## src/design/vee_consts.svh

```systemverilog
// Constants for the virtual event engine: offsets, fields, reset values, waiter codes
`ifndef VEE_CONSTS_SVH
`define VEE_CONSTS_SVH

// ----------------------------------------
// Register map
// ----------------------------------------
`define VEE_REG_CTRL      4'h0
`define VEE_REG_STATUS    4'h4
`define VEE_REG_OVF_COUNT 4'h8
`define VEE_REG_RESULT    4'hC

`define VEE_CTRL_EN_BIT   0
`define VEE_CTRL_INH_BIT  1
`define VEE_CTRL_RST      2'h1

// ----------------------------------------
// Event and queue layout
// ----------------------------------------
`define VEE_READY_BIT     0
`define VEE_QUEUE_BIT     1
`define VEE_WORD1_OFS     32'h4
`define VEE_QFRONT_OFS    32'h4
`define VEE_QARRAY_OFS    32'h8

// ----------------------------------------
// Waiter codes held in the first word
// ----------------------------------------
`define VEE_W_CPU_IRQ     32'hFFFFFFFF
`define VEE_W_THREAD      32'hFFFFFFFE
`define VEE_W_DMA         32'hFFFFFFFD
`define VEE_W_NULL        32'hFFFFFFFC

`endif

```

## src/design/vee_pkg.sv

```systemverilog
// Types shared by the virtual event engine
package vee_pkg;

  typedef enum logic [2:0] {
    VEE_OP_WAIT_LOCAL,
    VEE_OP_WAIT_REMOTE,
    VEE_OP_SET,
    VEE_OP_CLEAR,
    VEE_OP_TEST
  } vee_op_e;

  typedef enum logic [2:0] {
    VEE_EXC_NONE,
    VEE_EXC_QUEUE_OVERFLOW,
    VEE_EXC_PERMISSION,
    VEE_EXC_ALIGN,
    VEE_EXC_NULL_PROC
  } vee_exc_e;

  typedef enum logic [1:0] {
    VEE_DSP_RUN,
    VEE_DSP_REPLY,
    VEE_DSP_DMA
  } vee_dsp_e;

  typedef enum logic [4:0] {
    VEE_ST_IDLE,
    VEE_ST_EV0,
    VEE_ST_EV1,
    VEE_ST_EXEC,
    VEE_ST_QSIZE,
    VEE_ST_QFRONT,
    VEE_ST_QPLAN,
    VEE_ST_QENT0,
    VEE_ST_QENT1,
    VEE_ST_WR_ENT0,
    VEE_ST_WR_ENT1,
    VEE_ST_WR_FRONT,
    VEE_ST_WR_CNT,
    VEE_ST_WR_EV0,
    VEE_ST_WR_EV1,
    VEE_ST_DISPATCH,
    VEE_ST_DONE
  } vee_st_e;

  typedef struct packed {
    logic        valid;
    vee_op_e     op;
    logic        remote;
    logic [31:0] addr;
    logic [31:0] arg0;
    logic [31:0] arg1;
  } vee_op_s;

  typedef struct packed {
    logic        valid;
    logic        ready;
    logic        waiter;
    logic        cont;
    vee_exc_e    exc;
  } vee_res_s;

  typedef struct packed {
    logic        req;
    logic        we;
    logic        lock;
    logic [31:0] addr;
    logic [31:0] wdata;
  } vee_mem_s;

  typedef struct packed {
    logic        ack;
    logic [31:0] rdata;
  } vee_mem_rsp_s;

  typedef struct packed {
    logic        valid;
    vee_dsp_e    kind;
    logic        irq;
    logic [31:0] w0;
    logic [31:0] w1;
  } vee_dsp_s;

  typedef struct packed {
    vee_st_e     st;
    vee_op_e     op;
    logic        remote;
    logic        wake;
    logic [31:0] ev_addr;
    logic [31:0] arg0;
    logic [31:0] arg1;
    logic [31:0] w0;
    logic [31:0] w1;
    logic [31:0] qsize;
    logic [31:0] qfront;
    logic [31:0] ent_addr;
    logic [31:0] ent0;
    logic [31:0] ent1;
    vee_mem_s    mem;
    vee_dsp_s    dsp;
    vee_res_s    res;
    logic [1:0]  ctrl;
    logic [15:0] ovf_cnt;
    logic [31:0] rdata;
    logic        irq;
    logic [31:0] irq_addr;
  } vee_state_s;

endpackage

```

## src/design/vee_engine.sv

```systemverilog
// Virtual event engine: atomic wait, set, clear and test on event words in memory
`timescale 1ns/10ps
`include "vee_consts.svh"

module vee_engine (
  input  wire logic                 MCLK,                     // 125 MHz clock
  input  wire logic                 RST_N,                    // Sync reset, active low
  input  wire vee_pkg::vee_op_s     OP_REQ,                   // Operation request
  output logic                      OP_READY,                 // Request taken when high
  input  wire logic                 LOCAL_SIGNAL_PERMISSION,  // Page allows local events
  input  wire logic                 REMOTE_SIGNAL_PERMISSION, // Page allows remote events
  output vee_pkg::vee_res_s         OP_RES,                   // Completion pulse and result
  output vee_pkg::vee_mem_s         MEM_REQ,                  // Memory bus request
  input  wire vee_pkg::vee_mem_rsp_s MEM_RSP,                 // Memory bus answer
  output vee_pkg::vee_dsp_s         DSP,                      // Woken waiter to queues
  input  wire logic                 DSP_READY,                // Target queue accepts
  input  wire logic                 IRQ_FRONT_VALID,          // Processor waiter at front
  input  wire logic [31:0]          IRQ_FRONT_ADDR,           // Its interrupt address
  output logic                      CPU_IRQ,                  // Interrupt pulse
  output logic [31:0]               CPU_IRQ_ADDR,             // Interrupt address
  input  wire logic [3:0]           REG_ADDR,                 // Register byte address
  input  wire logic [31:0]          REG_WDATA,                // Register write data
  input  wire logic                 REG_WR,                   // Register write strobe
  input  wire logic                 REG_RD,                   // Register read strobe
  output logic [31:0]               REG_RDATA                 // Read data, next cycle
);

  // ----------------------------------------
  // State
  // ----------------------------------------
  vee_pkg::vee_state_s s_ff;
  vee_pkg::vee_state_s nxt_s;

  // ----------------------------------------
  // Helpers
  // ----------------------------------------
  function automatic vee_pkg::vee_mem_s rd(input logic [31:0] a);
    vee_pkg::vee_mem_s m;
    m       = '0;
    m.req   = 1'b1;
    m.addr  = a;
    return m;
  endfunction

  function automatic vee_pkg::vee_mem_s wr(input logic [31:0] a, input logic [31:0] d);
    vee_pkg::vee_mem_s m;
    m       = '0;
    m.req   = 1'b1;
    m.we    = 1'b1;
    m.addr  = a;
    m.wdata = d;
    return m;
  endfunction

  function automatic logic [31:0] ent_at(input logic [31:0] qb, input logic [31:0] idx);
    return qb + `VEE_QARRAY_OFS + {idx[28:0], 3'h0};
  endfunction

  function automatic vee_pkg::vee_state_s fail(input vee_pkg::vee_state_s t,
                                               input vee_pkg::vee_exc_e c);
    vee_pkg::vee_state_s r;
    r         = t;
    r.res.exc = c;
    r.st      = vee_pkg::VEE_ST_DONE;
    r.mem     = '0;
    r.wake    = 1'b0;
    if (c == vee_pkg::VEE_EXC_QUEUE_OVERFLOW) begin
      r.ovf_cnt = t.ovf_cnt + 16'h0001;
    end
    return r;
  endfunction

  // Hand a waiter to the right queue by its first-word code
  function automatic vee_pkg::vee_state_s wake(input vee_pkg::vee_state_s t,
                                               input logic [31:0] d0,
                                               input logic [31:0] d1);
    vee_pkg::vee_state_s r;
    r           = t;
    r.wake      = 1'b0;
    r.mem       = '0;
    r.dsp.w0    = d0;
    r.dsp.w1    = d1;
    r.dsp.irq   = 1'b0;
    r.st        = vee_pkg::VEE_ST_DISPATCH;
    r.dsp.valid = 1'b1;
    if (d0 == `VEE_W_CPU_IRQ) begin
      r.dsp.kind = vee_pkg::VEE_DSP_RUN;
      r.dsp.irq  = 1'b1;
    end else if (d0 == `VEE_W_THREAD) begin
      r.dsp.kind = vee_pkg::VEE_DSP_RUN;
    end else if (d0 == `VEE_W_DMA) begin
      r.dsp.kind = vee_pkg::VEE_DSP_DMA;
    end else if (d0 == `VEE_W_NULL) begin
      r.dsp.valid = 1'b0;
      r.st        = vee_pkg::VEE_ST_DONE;
    end else if ($signed(d0) < $signed(`VEE_W_NULL)) begin
      // Local event waiter: chain a local set onto it, still under lock
      r.dsp.valid = 1'b0;
      if (d1[2:0] != 3'h0) begin
        r = fail(r, vee_pkg::VEE_EXC_ALIGN);
      end else begin
        r.op      = vee_pkg::VEE_OP_SET;
        r.remote  = 1'b0;
        r.ev_addr = d1;
        r.st      = vee_pkg::VEE_ST_EV0;
        r.mem     = rd(d1);
      end
    end else begin
      r.dsp.kind = vee_pkg::VEE_DSP_REPLY;
    end
    return r;
  endfunction

  // ----------------------------------------
  // Next state
  // ----------------------------------------
  always_comb begin
    logic        rdy;
    logic        hasq;
    logic        waiting;
    logic        ack;
    logic        perm_ok;
    logic [31:0] qbase;
    logic [31:0] wait_w0;
    logic [31:0] slot;
    logic [31:0] nfront;
    logic [31:0] ncnt;
    rdy     = s_ff.w1[`VEE_READY_BIT];
    hasq    = s_ff.w1[`VEE_QUEUE_BIT];
    waiting = |s_ff.w1[31:2];
    ack     = s_ff.mem.req && MEM_RSP.ack;
    qbase   = {s_ff.w1[31:2], 2'h0};
    wait_w0 = (s_ff.op == vee_pkg::VEE_OP_WAIT_LOCAL) ? `VEE_W_THREAD : s_ff.arg0;
    slot    = s_ff.qfront + s_ff.w0;
    nfront  = s_ff.qfront + 32'h1;
    ncnt    = s_ff.w0 - 32'h1;
    perm_ok = 1'b0;

    nxt_s           = s_ff;
    nxt_s.res.valid = 1'b0;
    nxt_s.irq       = 1'b0;
    nxt_s.rdata     = 32'h0;

    // Register port
    if (REG_WR && REG_ADDR == `VEE_REG_CTRL) begin
      nxt_s.ctrl = REG_WDATA[1:0];
    end
    if (REG_RD) begin
      if (REG_ADDR == `VEE_REG_CTRL) begin
        nxt_s.rdata = {30'h0, s_ff.ctrl};
      end else if (REG_ADDR == `VEE_REG_STATUS) begin
        nxt_s.rdata = {25'h0, s_ff.res.exc, 2'h0, s_ff.mem.lock,
                       s_ff.st != vee_pkg::VEE_ST_IDLE};
      end else if (REG_ADDR == `VEE_REG_OVF_COUNT) begin
        nxt_s.rdata = {16'h0, s_ff.ovf_cnt};
      end else if (REG_ADDR == `VEE_REG_RESULT) begin
        nxt_s.rdata = {29'h0, s_ff.res.cont, s_ff.res.waiter, s_ff.res.ready};
      end
    end

    // Processor waiter reached the run queue front
    if (IRQ_FRONT_VALID) begin
      nxt_s.irq      = 1'b1;
      nxt_s.irq_addr = IRQ_FRONT_ADDR;
    end

    case (s_ff.st)
      vee_pkg::VEE_ST_IDLE: begin
        if (OP_REQ.valid && OP_READY) begin
          nxt_s.op      = OP_REQ.op;
          nxt_s.remote  = OP_REQ.remote;
          nxt_s.ev_addr = OP_REQ.addr;
          nxt_s.arg0    = OP_REQ.arg0;
          nxt_s.arg1    = OP_REQ.arg1;
          nxt_s.wake    = 1'b0;
          nxt_s.res     = '0;
          if (OP_REQ.remote) begin
            perm_ok = REMOTE_SIGNAL_PERMISSION &&
                      (OP_REQ.op == vee_pkg::VEE_OP_SET ||
                       OP_REQ.op == vee_pkg::VEE_OP_WAIT_REMOTE ||
                       OP_REQ.op == vee_pkg::VEE_OP_TEST);
          end else begin
            perm_ok = LOCAL_SIGNAL_PERMISSION;
          end
          if (!perm_ok) begin
            nxt_s = fail(nxt_s, vee_pkg::VEE_EXC_PERMISSION);
          end else if (OP_REQ.addr[2:0] != 3'h0) begin
            nxt_s = fail(nxt_s, vee_pkg::VEE_EXC_ALIGN);
          end else if (OP_REQ.op == vee_pkg::VEE_OP_WAIT_REMOTE && OP_REQ.arg0 == 32'h0) begin
            nxt_s = fail(nxt_s, vee_pkg::VEE_EXC_NULL_PROC);
          end else begin
            nxt_s.st  = vee_pkg::VEE_ST_EV0;
            nxt_s.mem = rd(OP_REQ.addr);
          end
        end
      end
      vee_pkg::VEE_ST_EV0: begin
        if (ack) begin
          nxt_s.w0  = MEM_RSP.rdata;
          nxt_s.st  = vee_pkg::VEE_ST_EV1;
          nxt_s.mem = rd(s_ff.ev_addr + `VEE_WORD1_OFS);
        end
      end
      vee_pkg::VEE_ST_EV1: begin
        if (ack) begin
          nxt_s.w1  = MEM_RSP.rdata;
          nxt_s.st  = vee_pkg::VEE_ST_EXEC;
          nxt_s.mem = '0;
        end
      end
      vee_pkg::VEE_ST_EXEC: begin
        nxt_s.res.ready  = rdy;
        nxt_s.res.waiter = s_ff.w0 != 32'h0;
        case (s_ff.op)
          vee_pkg::VEE_OP_TEST: begin
            nxt_s.st = vee_pkg::VEE_ST_DONE;
          end
          vee_pkg::VEE_OP_CLEAR: begin
            nxt_s.w1[`VEE_READY_BIT] = 1'b0;
            nxt_s.st  = vee_pkg::VEE_ST_WR_EV1;
            nxt_s.mem = wr(s_ff.ev_addr + `VEE_WORD1_OFS, nxt_s.w1);
          end
          vee_pkg::VEE_OP_SET: begin
            if ((hasq && s_ff.w0 == 32'h0) || (!hasq && !waiting)) begin
              nxt_s.w1[`VEE_READY_BIT] = 1'b1;
              nxt_s.st  = vee_pkg::VEE_ST_WR_EV1;
              nxt_s.mem = wr(s_ff.ev_addr + `VEE_WORD1_OFS, nxt_s.w1);
            end else if (hasq) begin
              nxt_s.st  = vee_pkg::VEE_ST_QSIZE;
              nxt_s.mem = rd(qbase);
            end else begin
              nxt_s.ent0 = s_ff.w0;
              nxt_s.ent1 = s_ff.w1;
              nxt_s.w0   = 32'h0;
              nxt_s.w1   = 32'h0;
              nxt_s.wake = 1'b1;
              nxt_s.st   = vee_pkg::VEE_ST_WR_EV0;
              nxt_s.mem  = wr(s_ff.ev_addr, 32'h0);
            end
          end
          default: begin
            if (rdy) begin
              nxt_s.w1[`VEE_READY_BIT] = 1'b0;
              nxt_s.res.cont = s_ff.op == vee_pkg::VEE_OP_WAIT_LOCAL;
              if (s_ff.op == vee_pkg::VEE_OP_WAIT_REMOTE) begin
                nxt_s.wake = 1'b1;
                nxt_s.ent0 = s_ff.arg0;
                nxt_s.ent1 = s_ff.arg1;
              end
              nxt_s.st  = vee_pkg::VEE_ST_WR_EV1;
              nxt_s.mem = wr(s_ff.ev_addr + `VEE_WORD1_OFS, nxt_s.w1);
            end else if (!hasq) begin
              if (waiting) begin
                nxt_s = fail(nxt_s, vee_pkg::VEE_EXC_QUEUE_OVERFLOW);
              end else begin
                nxt_s.w0  = wait_w0;
                nxt_s.w1  = s_ff.arg1;
                nxt_s.st  = vee_pkg::VEE_ST_WR_EV0;
                nxt_s.mem = wr(s_ff.ev_addr, wait_w0);
              end
            end else begin
              nxt_s.st  = vee_pkg::VEE_ST_QSIZE;
              nxt_s.mem = rd(qbase);
            end
          end
        endcase
      end
      vee_pkg::VEE_ST_QSIZE: begin
        if (ack) begin
          nxt_s.qsize = MEM_RSP.rdata;
          nxt_s.st    = vee_pkg::VEE_ST_QFRONT;
          nxt_s.mem   = rd(qbase + `VEE_QFRONT_OFS);
        end
      end
      vee_pkg::VEE_ST_QFRONT: begin
        if (ack) begin
          nxt_s.qfront = MEM_RSP.rdata;
          if (s_ff.op == vee_pkg::VEE_OP_SET) begin
            nxt_s.ent_addr = ent_at(qbase, MEM_RSP.rdata);
            nxt_s.st       = vee_pkg::VEE_ST_QENT0;
            nxt_s.mem      = rd(ent_at(qbase, MEM_RSP.rdata));
          end else begin
            nxt_s.st  = vee_pkg::VEE_ST_QPLAN;
            nxt_s.mem = '0;
          end
        end
      end
      vee_pkg::VEE_ST_QPLAN: begin
        if (s_ff.w0 >= s_ff.qsize) begin
          nxt_s = fail(nxt_s, vee_pkg::VEE_EXC_QUEUE_OVERFLOW);
        end else begin
          if (s_ff.w0 == 32'h0) begin
            nxt_s.qfront = 32'h0;
            slot         = 32'h0;
          end else if (slot >= s_ff.qsize) begin
            slot = slot - s_ff.qsize;
          end
          nxt_s.w0       = s_ff.w0 + 32'h1;
          nxt_s.ent_addr = ent_at(qbase, slot);
          nxt_s.st       = vee_pkg::VEE_ST_WR_ENT0;
          nxt_s.mem      = wr(ent_at(qbase, slot), wait_w0);
        end
      end
      vee_pkg::VEE_ST_WR_ENT0: begin
        if (ack) begin
          nxt_s.st  = vee_pkg::VEE_ST_WR_ENT1;
          nxt_s.mem = wr(s_ff.ent_addr + `VEE_WORD1_OFS, s_ff.arg1);
        end
      end
      vee_pkg::VEE_ST_WR_ENT1: begin
        if (ack) begin
          nxt_s.st  = vee_pkg::VEE_ST_WR_FRONT;
          nxt_s.mem = wr(qbase + `VEE_QFRONT_OFS, s_ff.qfront);
        end
      end
      vee_pkg::VEE_ST_QENT0: begin
        if (ack) begin
          nxt_s.ent0 = MEM_RSP.rdata;
          nxt_s.st   = vee_pkg::VEE_ST_QENT1;
          nxt_s.mem  = rd(s_ff.ent_addr + `VEE_WORD1_OFS);
        end
      end
      vee_pkg::VEE_ST_QENT1: begin
        if (ack) begin
          nxt_s.ent1 = MEM_RSP.rdata;
          if (ncnt == 32'h0 || nfront >= s_ff.qsize) begin
            nfront = 32'h0;
          end
          nxt_s.qfront = nfront;
          nxt_s.w0     = ncnt;
          nxt_s.st     = vee_pkg::VEE_ST_WR_FRONT;
          nxt_s.mem    = wr(qbase + `VEE_QFRONT_OFS, nfront);
        end
      end
      vee_pkg::VEE_ST_WR_FRONT: begin
        if (ack) begin
          nxt_s.st  = vee_pkg::VEE_ST_WR_CNT;
          nxt_s.mem = wr(s_ff.ev_addr, s_ff.w0);
        end
      end
      vee_pkg::VEE_ST_WR_CNT: begin
        if (ack) begin
          if (s_ff.op != vee_pkg::VEE_OP_SET) begin
            nxt_s.st  = vee_pkg::VEE_ST_DONE;
            nxt_s.mem = '0;
          end else if (s_ff.ent0 == 32'h0 && s_ff.ent1 == 32'h0) begin
            if (s_ff.w0 != 32'h0) begin
              nxt_s.ent_addr = ent_at(qbase, s_ff.qfront);
              nxt_s.st       = vee_pkg::VEE_ST_QENT0;
              nxt_s.mem      = rd(ent_at(qbase, s_ff.qfront));
            end else begin
              nxt_s.w1[`VEE_READY_BIT] = 1'b1;
              nxt_s.st  = vee_pkg::VEE_ST_WR_EV1;
              nxt_s.mem = wr(s_ff.ev_addr + `VEE_WORD1_OFS, nxt_s.w1);
            end
          end else begin
            nxt_s = wake(nxt_s, s_ff.ent0, s_ff.ent1);
          end
        end
      end
      vee_pkg::VEE_ST_WR_EV0: begin
        if (ack) begin
          nxt_s.st  = vee_pkg::VEE_ST_WR_EV1;
          nxt_s.mem = wr(s_ff.ev_addr + `VEE_WORD1_OFS, s_ff.w1);
        end
      end
      vee_pkg::VEE_ST_WR_EV1: begin
        if (ack) begin
          if (s_ff.wake) begin
            nxt_s = wake(nxt_s, s_ff.ent0, s_ff.ent1);
          end else begin
            nxt_s.st  = vee_pkg::VEE_ST_DONE;
            nxt_s.mem = '0;
          end
        end
      end
      vee_pkg::VEE_ST_DISPATCH: begin
        if (DSP_READY) begin
          nxt_s.dsp.valid = 1'b0;
          nxt_s.st        = vee_pkg::VEE_ST_DONE;
        end
      end
      vee_pkg::VEE_ST_DONE: begin
        nxt_s.res.valid = 1'b1;
        nxt_s.st        = vee_pkg::VEE_ST_IDLE;
      end
      default: begin
        nxt_s.st  = vee_pkg::VEE_ST_IDLE;
        nxt_s.mem = '0;
      end
    endcase

    // Lock spans the whole read-modify-write so queue edits stay atomic
    nxt_s.mem.lock = nxt_s.st != vee_pkg::VEE_ST_IDLE;
  end

  always_ff @(posedge MCLK) begin
    if (!RST_N) begin
      s_ff      <= '0;
      s_ff.ctrl <= `VEE_CTRL_RST;
    end else begin
      s_ff <= nxt_s;
    end
  end

  // ----------------------------------------
  // Outputs
  // ----------------------------------------
  // Inhibit holds off new work only; an operation in flight completes
  assign OP_READY     = s_ff.st == vee_pkg::VEE_ST_IDLE && s_ff.ctrl[`VEE_CTRL_EN_BIT] &&
                        !s_ff.ctrl[`VEE_CTRL_INH_BIT];
  assign OP_RES       = s_ff.res;
  assign MEM_REQ      = s_ff.mem;
  assign DSP          = s_ff.dsp;
  assign CPU_IRQ      = s_ff.irq;
  assign CPU_IRQ_ADDR = s_ff.irq_addr;
  assign REG_RDATA    = s_ff.rdata;

endmodule

```

## config.mk

```make
export PLATFORM = sky130hd
export DESIGN_NAME = vee_engine
export DESIGN_NICKNAME = d
export VERILOG_FILES = /design/src/design/vee_pkg.sv /design/src/design/vee_engine.sv
export VERILOG_INCLUDE_DIRS = /design/src /design/src/design
export SDC_FILE = /design/constraint.sdc
export NUM_CORES = 2
export LEC_CHECK = 0
export ABC_AREA = 1
export BUFFER_PORTS_ARGS = -buffer_cell sky130_fd_sc_hd__buf_4
export CAP_MARGIN = 25
export CELL_PAD_IN_SITES_DETAIL_PLACEMENT = 1
export CELL_PAD_IN_SITES_GLOBAL_PLACEMENT = 2
export CORE_ASPECT_RATIO = 0.8
export CORE_MARGIN = 4
export CORE_UTILIZATION = 33
export CTS_CLUSTER_SIZE = 20
export DETAILED_ROUTE_END_ITERATION = 12
export MAX_ROUTING_LAYER = met4
export PLACE_DENSITY_LB_ADDON = 0.25
export RECOVER_POWER = 25
export SYNTH_ARGS = -nofsm -noshare
export SYNTH_HDL_FRONTEND = slang
export SYNTH_SLANG_ARGS = --single-unit
export TNS_END_PERCENT = 50
```

## constraint.sdc

```tcl
create_clock -name MCLK -period 6.2 [get_ports MCLK]
set_input_delay 0.93 -clock MCLK [delete_from_list [all_inputs] [get_ports MCLK]]
set_output_delay 0.93 -clock MCLK [all_outputs]
set_load 0.01 [all_outputs]
```

==> impl_metrics.toml <==
[worst_setup_path]
critPathCaptureType = "flop"
startpoint_type = "flop"
rr_worst_depth = 36
timing.rr.start = "s_ff[442]$_SDFFE_PN0P_"
timing.rr.end = "MEM_REQ[60]$_SDFFE_PN0P_"
cp_max_fo = 7
r2r_slack_ns = 0.12
crit_type = "reg2reg"
crit_slowest_cell = "dfxtp_1"
cp_slowest_stage_delay_ns = 0.68
crit_top_cell = "nand2_1"
required_ns = 6.76
arrival_ns = 6.63

[finish]
fin_nets = 8486
utilization_pct = 40.01
layout-drive-gt1-share_pct = 15.70
area_growth_pct = 19.98

[min_path]
whs_endpoint = "CPU_IRQ_ADDR[2]$_SDFFE_PN0P_"
hold_class = "in2reg"
hold_path_depth = 3
min_from = "IRQ_FRONT_ADDR[2]"

[clocking]
cts_made_buffers = 67
path_clk_slew_ns = 0.06
cts.sinks = 536
cts-root-buf = "clkbuf_16"
clock_latency_ns = 0.72
cts_tree = "yes"
h-tree-depth = 3
clockBufferDepth = 3
postCtsHoldBufs = 0

[yosys]
yosysUniqueCellTypes = 74
yosys.area.top_type = "dfxtp_1"
yosysTopAreaCellShare_pct = 22.77
ys_seq_area_share_pct = 22.77
synth_seq_cells = 536
synth_most_common_cell = "nand2_1"
syn_area_mm2 = 0.04712
synth_cells = 7645
async_reset_ff_share_pct = 0
synth_commonest_cells = "nand2_1, nor2_1, inv_1"
synth_area_leaders = "dfxtp_1, nand2_1, a21oi_1, nor2_1, o21ai_0"
ys_warn_count = 0
syn_area_per_cell_um2 = 6.163
ys.flop_type = "dfxtp_1"
synth_edf_count = 0

[die]
rows = 123
die_y_um = 346.0
start_util_pct = 33.35
die_area_mm2 = 0.1489
core-area_mm2 = 0.1413
die_x_um = 430.5
pin_count = 418

[routing]
ant_nets = 0
wl_um = 341800
drtIter0Drc = 8379
vias_per_cell = 6.141
drc_errors = 0
firstDrtPassIters = 6
post_drt_wl_per_cell_um = 34.14
num_vias = 61475

[timing]
fin_crit_sh_pct = 98.05
fin_skew_ns = 0.04374
finalCriticalPeriod_ns = 6.079
setup_ws_ns = 0.1209
finalSetupViolCount = 0
grt_setup_unrepaired = "yes"
maxSlewViolCount = 0
fmax_mhz = 164.5
hold_viol = 0
max_slew.worst_pin.slew_ns = 1.228
timing.setup.tns_ns = 0
relSlewSlack_pct = 18.16

[global_routing]
track_usage_pct = 44.79
grt_pass1_wl_um = 462100
antenna_found_initial = 25
grt_pass1_vias = 57898
grt_max_degree = 137
overflow = 0

[pwr]
vdd_drop_max_mv = 0.1817
cellPowerDensity_mw_per_mm2 = 164.3
total_power_mw = 9.290
leakage_nw = 24.49

[placed_design]
place_ws_ns = -0.4093
dp_hpwl_um = 273200
placement.io_buffers = 371
gp_congestion = 1.065

[flow_run]
drv_cap = 0

[status]
outcome = "complete, no violations"
routing by layer:
metal | global-route usage [%] | share of wire (%)
met1 | 59.73 | 42
met2 | 60.19 | 39
met3 | 14.96 | 13
met4 | 21.02 | 5.8
met5 | - | 0
where the power goes:
part           internal, mW  switching [mW]  total [mW]  leakage (nW)
sequential             3.52          0.0714        3.59          4.36
combinational         0.309           0.942        1.25          19.0
clock                  2.50            1.94        4.44          1.17
registers in the layout (all words and copies together) (netlist names):
name,count
OP_RES,7
REG_RDATA,16
MEM_REQ,67
s_ff,345
DSP,68
CPU_IRQ_ADDR,32
CPU_IRQ,1
area by class of cell:
type                       instances  area, µm²
fill                           18584      84750
multi-input combinational       5732      31320
sequential                       536      10770
timing repair buffer             897       6550
inverter                         816       3069
tap                             1875       2346
clock buffer                      94       1958
clock inverter                    29      442.9
antenna                           31      77.57
critical path: cells and delay by family, from the launching register on:
kind / cells / cell delay, ns
and+or+nand+nor: 19 / 2.32
buffers and inverters: 8 / 1.13
AOI/OAI and AO/OA: 6 / 0.89
adders and majority gates: 3 / 0.85
DFF: 1 / 0.68
cell usage in the layout (no fill, tap or decap), drive strengths merged, types with 61 or more instances in the layout:
master,synthesis,routed
buf,333,766
ha,221,221
o21ai,653,653
nand4,172,172
a21oi,750,750
dfxtp,536,536
nor2,884,884
o221ai,61,61
inv,802,804
clkbuf,243,225
o22ai,96,96
xor2,155,155
nand2,1547,1547
nand3,535,535
nor3,147,147
stage by stage:
stage | cells | hold WS, ns | cell area [µm²]
2_1_floorplan | 7660 | 0.4240 | 47170
5_1_grt | 9993 | 0.4441 | 56490
6_report | 10010 | 0.4492 | 56530
3_3_place_gp | 9833 | 0.4417 | 53200
3_5_place_dp | 9834 | 0.4528 | 53210
4_1_cts | 9961 | 0.4121 | 55870
how the worst max path moves through the flow:
| stage | from | to | depth (start not counted) |
|---|---|---|---|
| finish | s_ff[442]$_SDFFE_PN0P_ | MEM_REQ[60]$_SDFFE_PN0P_ | 36 |
| global route | s_ff[433]$_SDFFE_PN0P_ | MEM_REQ[61]$_SDFFE_PN0P_ | 38 |
| CTS | s_ff[419]$_SDFFE_PN0P_ | MEM_REQ[61]$_SDFFE_PN0P_ | 41 |
| detailed placement | s_ff[437]$_SDFFE_PN0P_ | MEM_REQ[61]$_SDFFE_PN0P_ | 40 |
| global placement | s_ff[437]$_SDFFE_PN0P_ | MEM_REQ[60]$_SDFFE_PN0P_ | 39 |
| floorplan | s_ff[321]$_SDFFE_PN0P_ | s_ff[313]$_SDFFE_PN0P_ | 37 |
kinds of logic (layout without fill, tap and decap cells):
| kind of cell | Yosys count | after routing | synth area share (%) |
|---|---|---|---|
| AND/OR/NAND/NOR | 3416 | 3416 | 31.69 |
| AO/OA/AOI/OAI | 1883 | 1883 | 22.71 |
| buffers and inverters | 1392 | 1836 | 13.17 |
| flip-flops | 536 | 536 | 22.77 |
| adder cells (fa/ha/maj) | 226 | 226 | 6.081 |
| XOR/XNOR | 191 | 191 | 3.566 |
| other | 1 | 47 | 0.007959 |
what timing repair did:
action | 4_1_cts | 5_1_grt
setup endpoints to repair | 45 | 50
buffers inserted | 4 | 14
resized for setup | 61 | 217
pin swaps | 14 | 67
cloned | 0 | 1
Note: power is estimated with default switching activity, not from simulation.
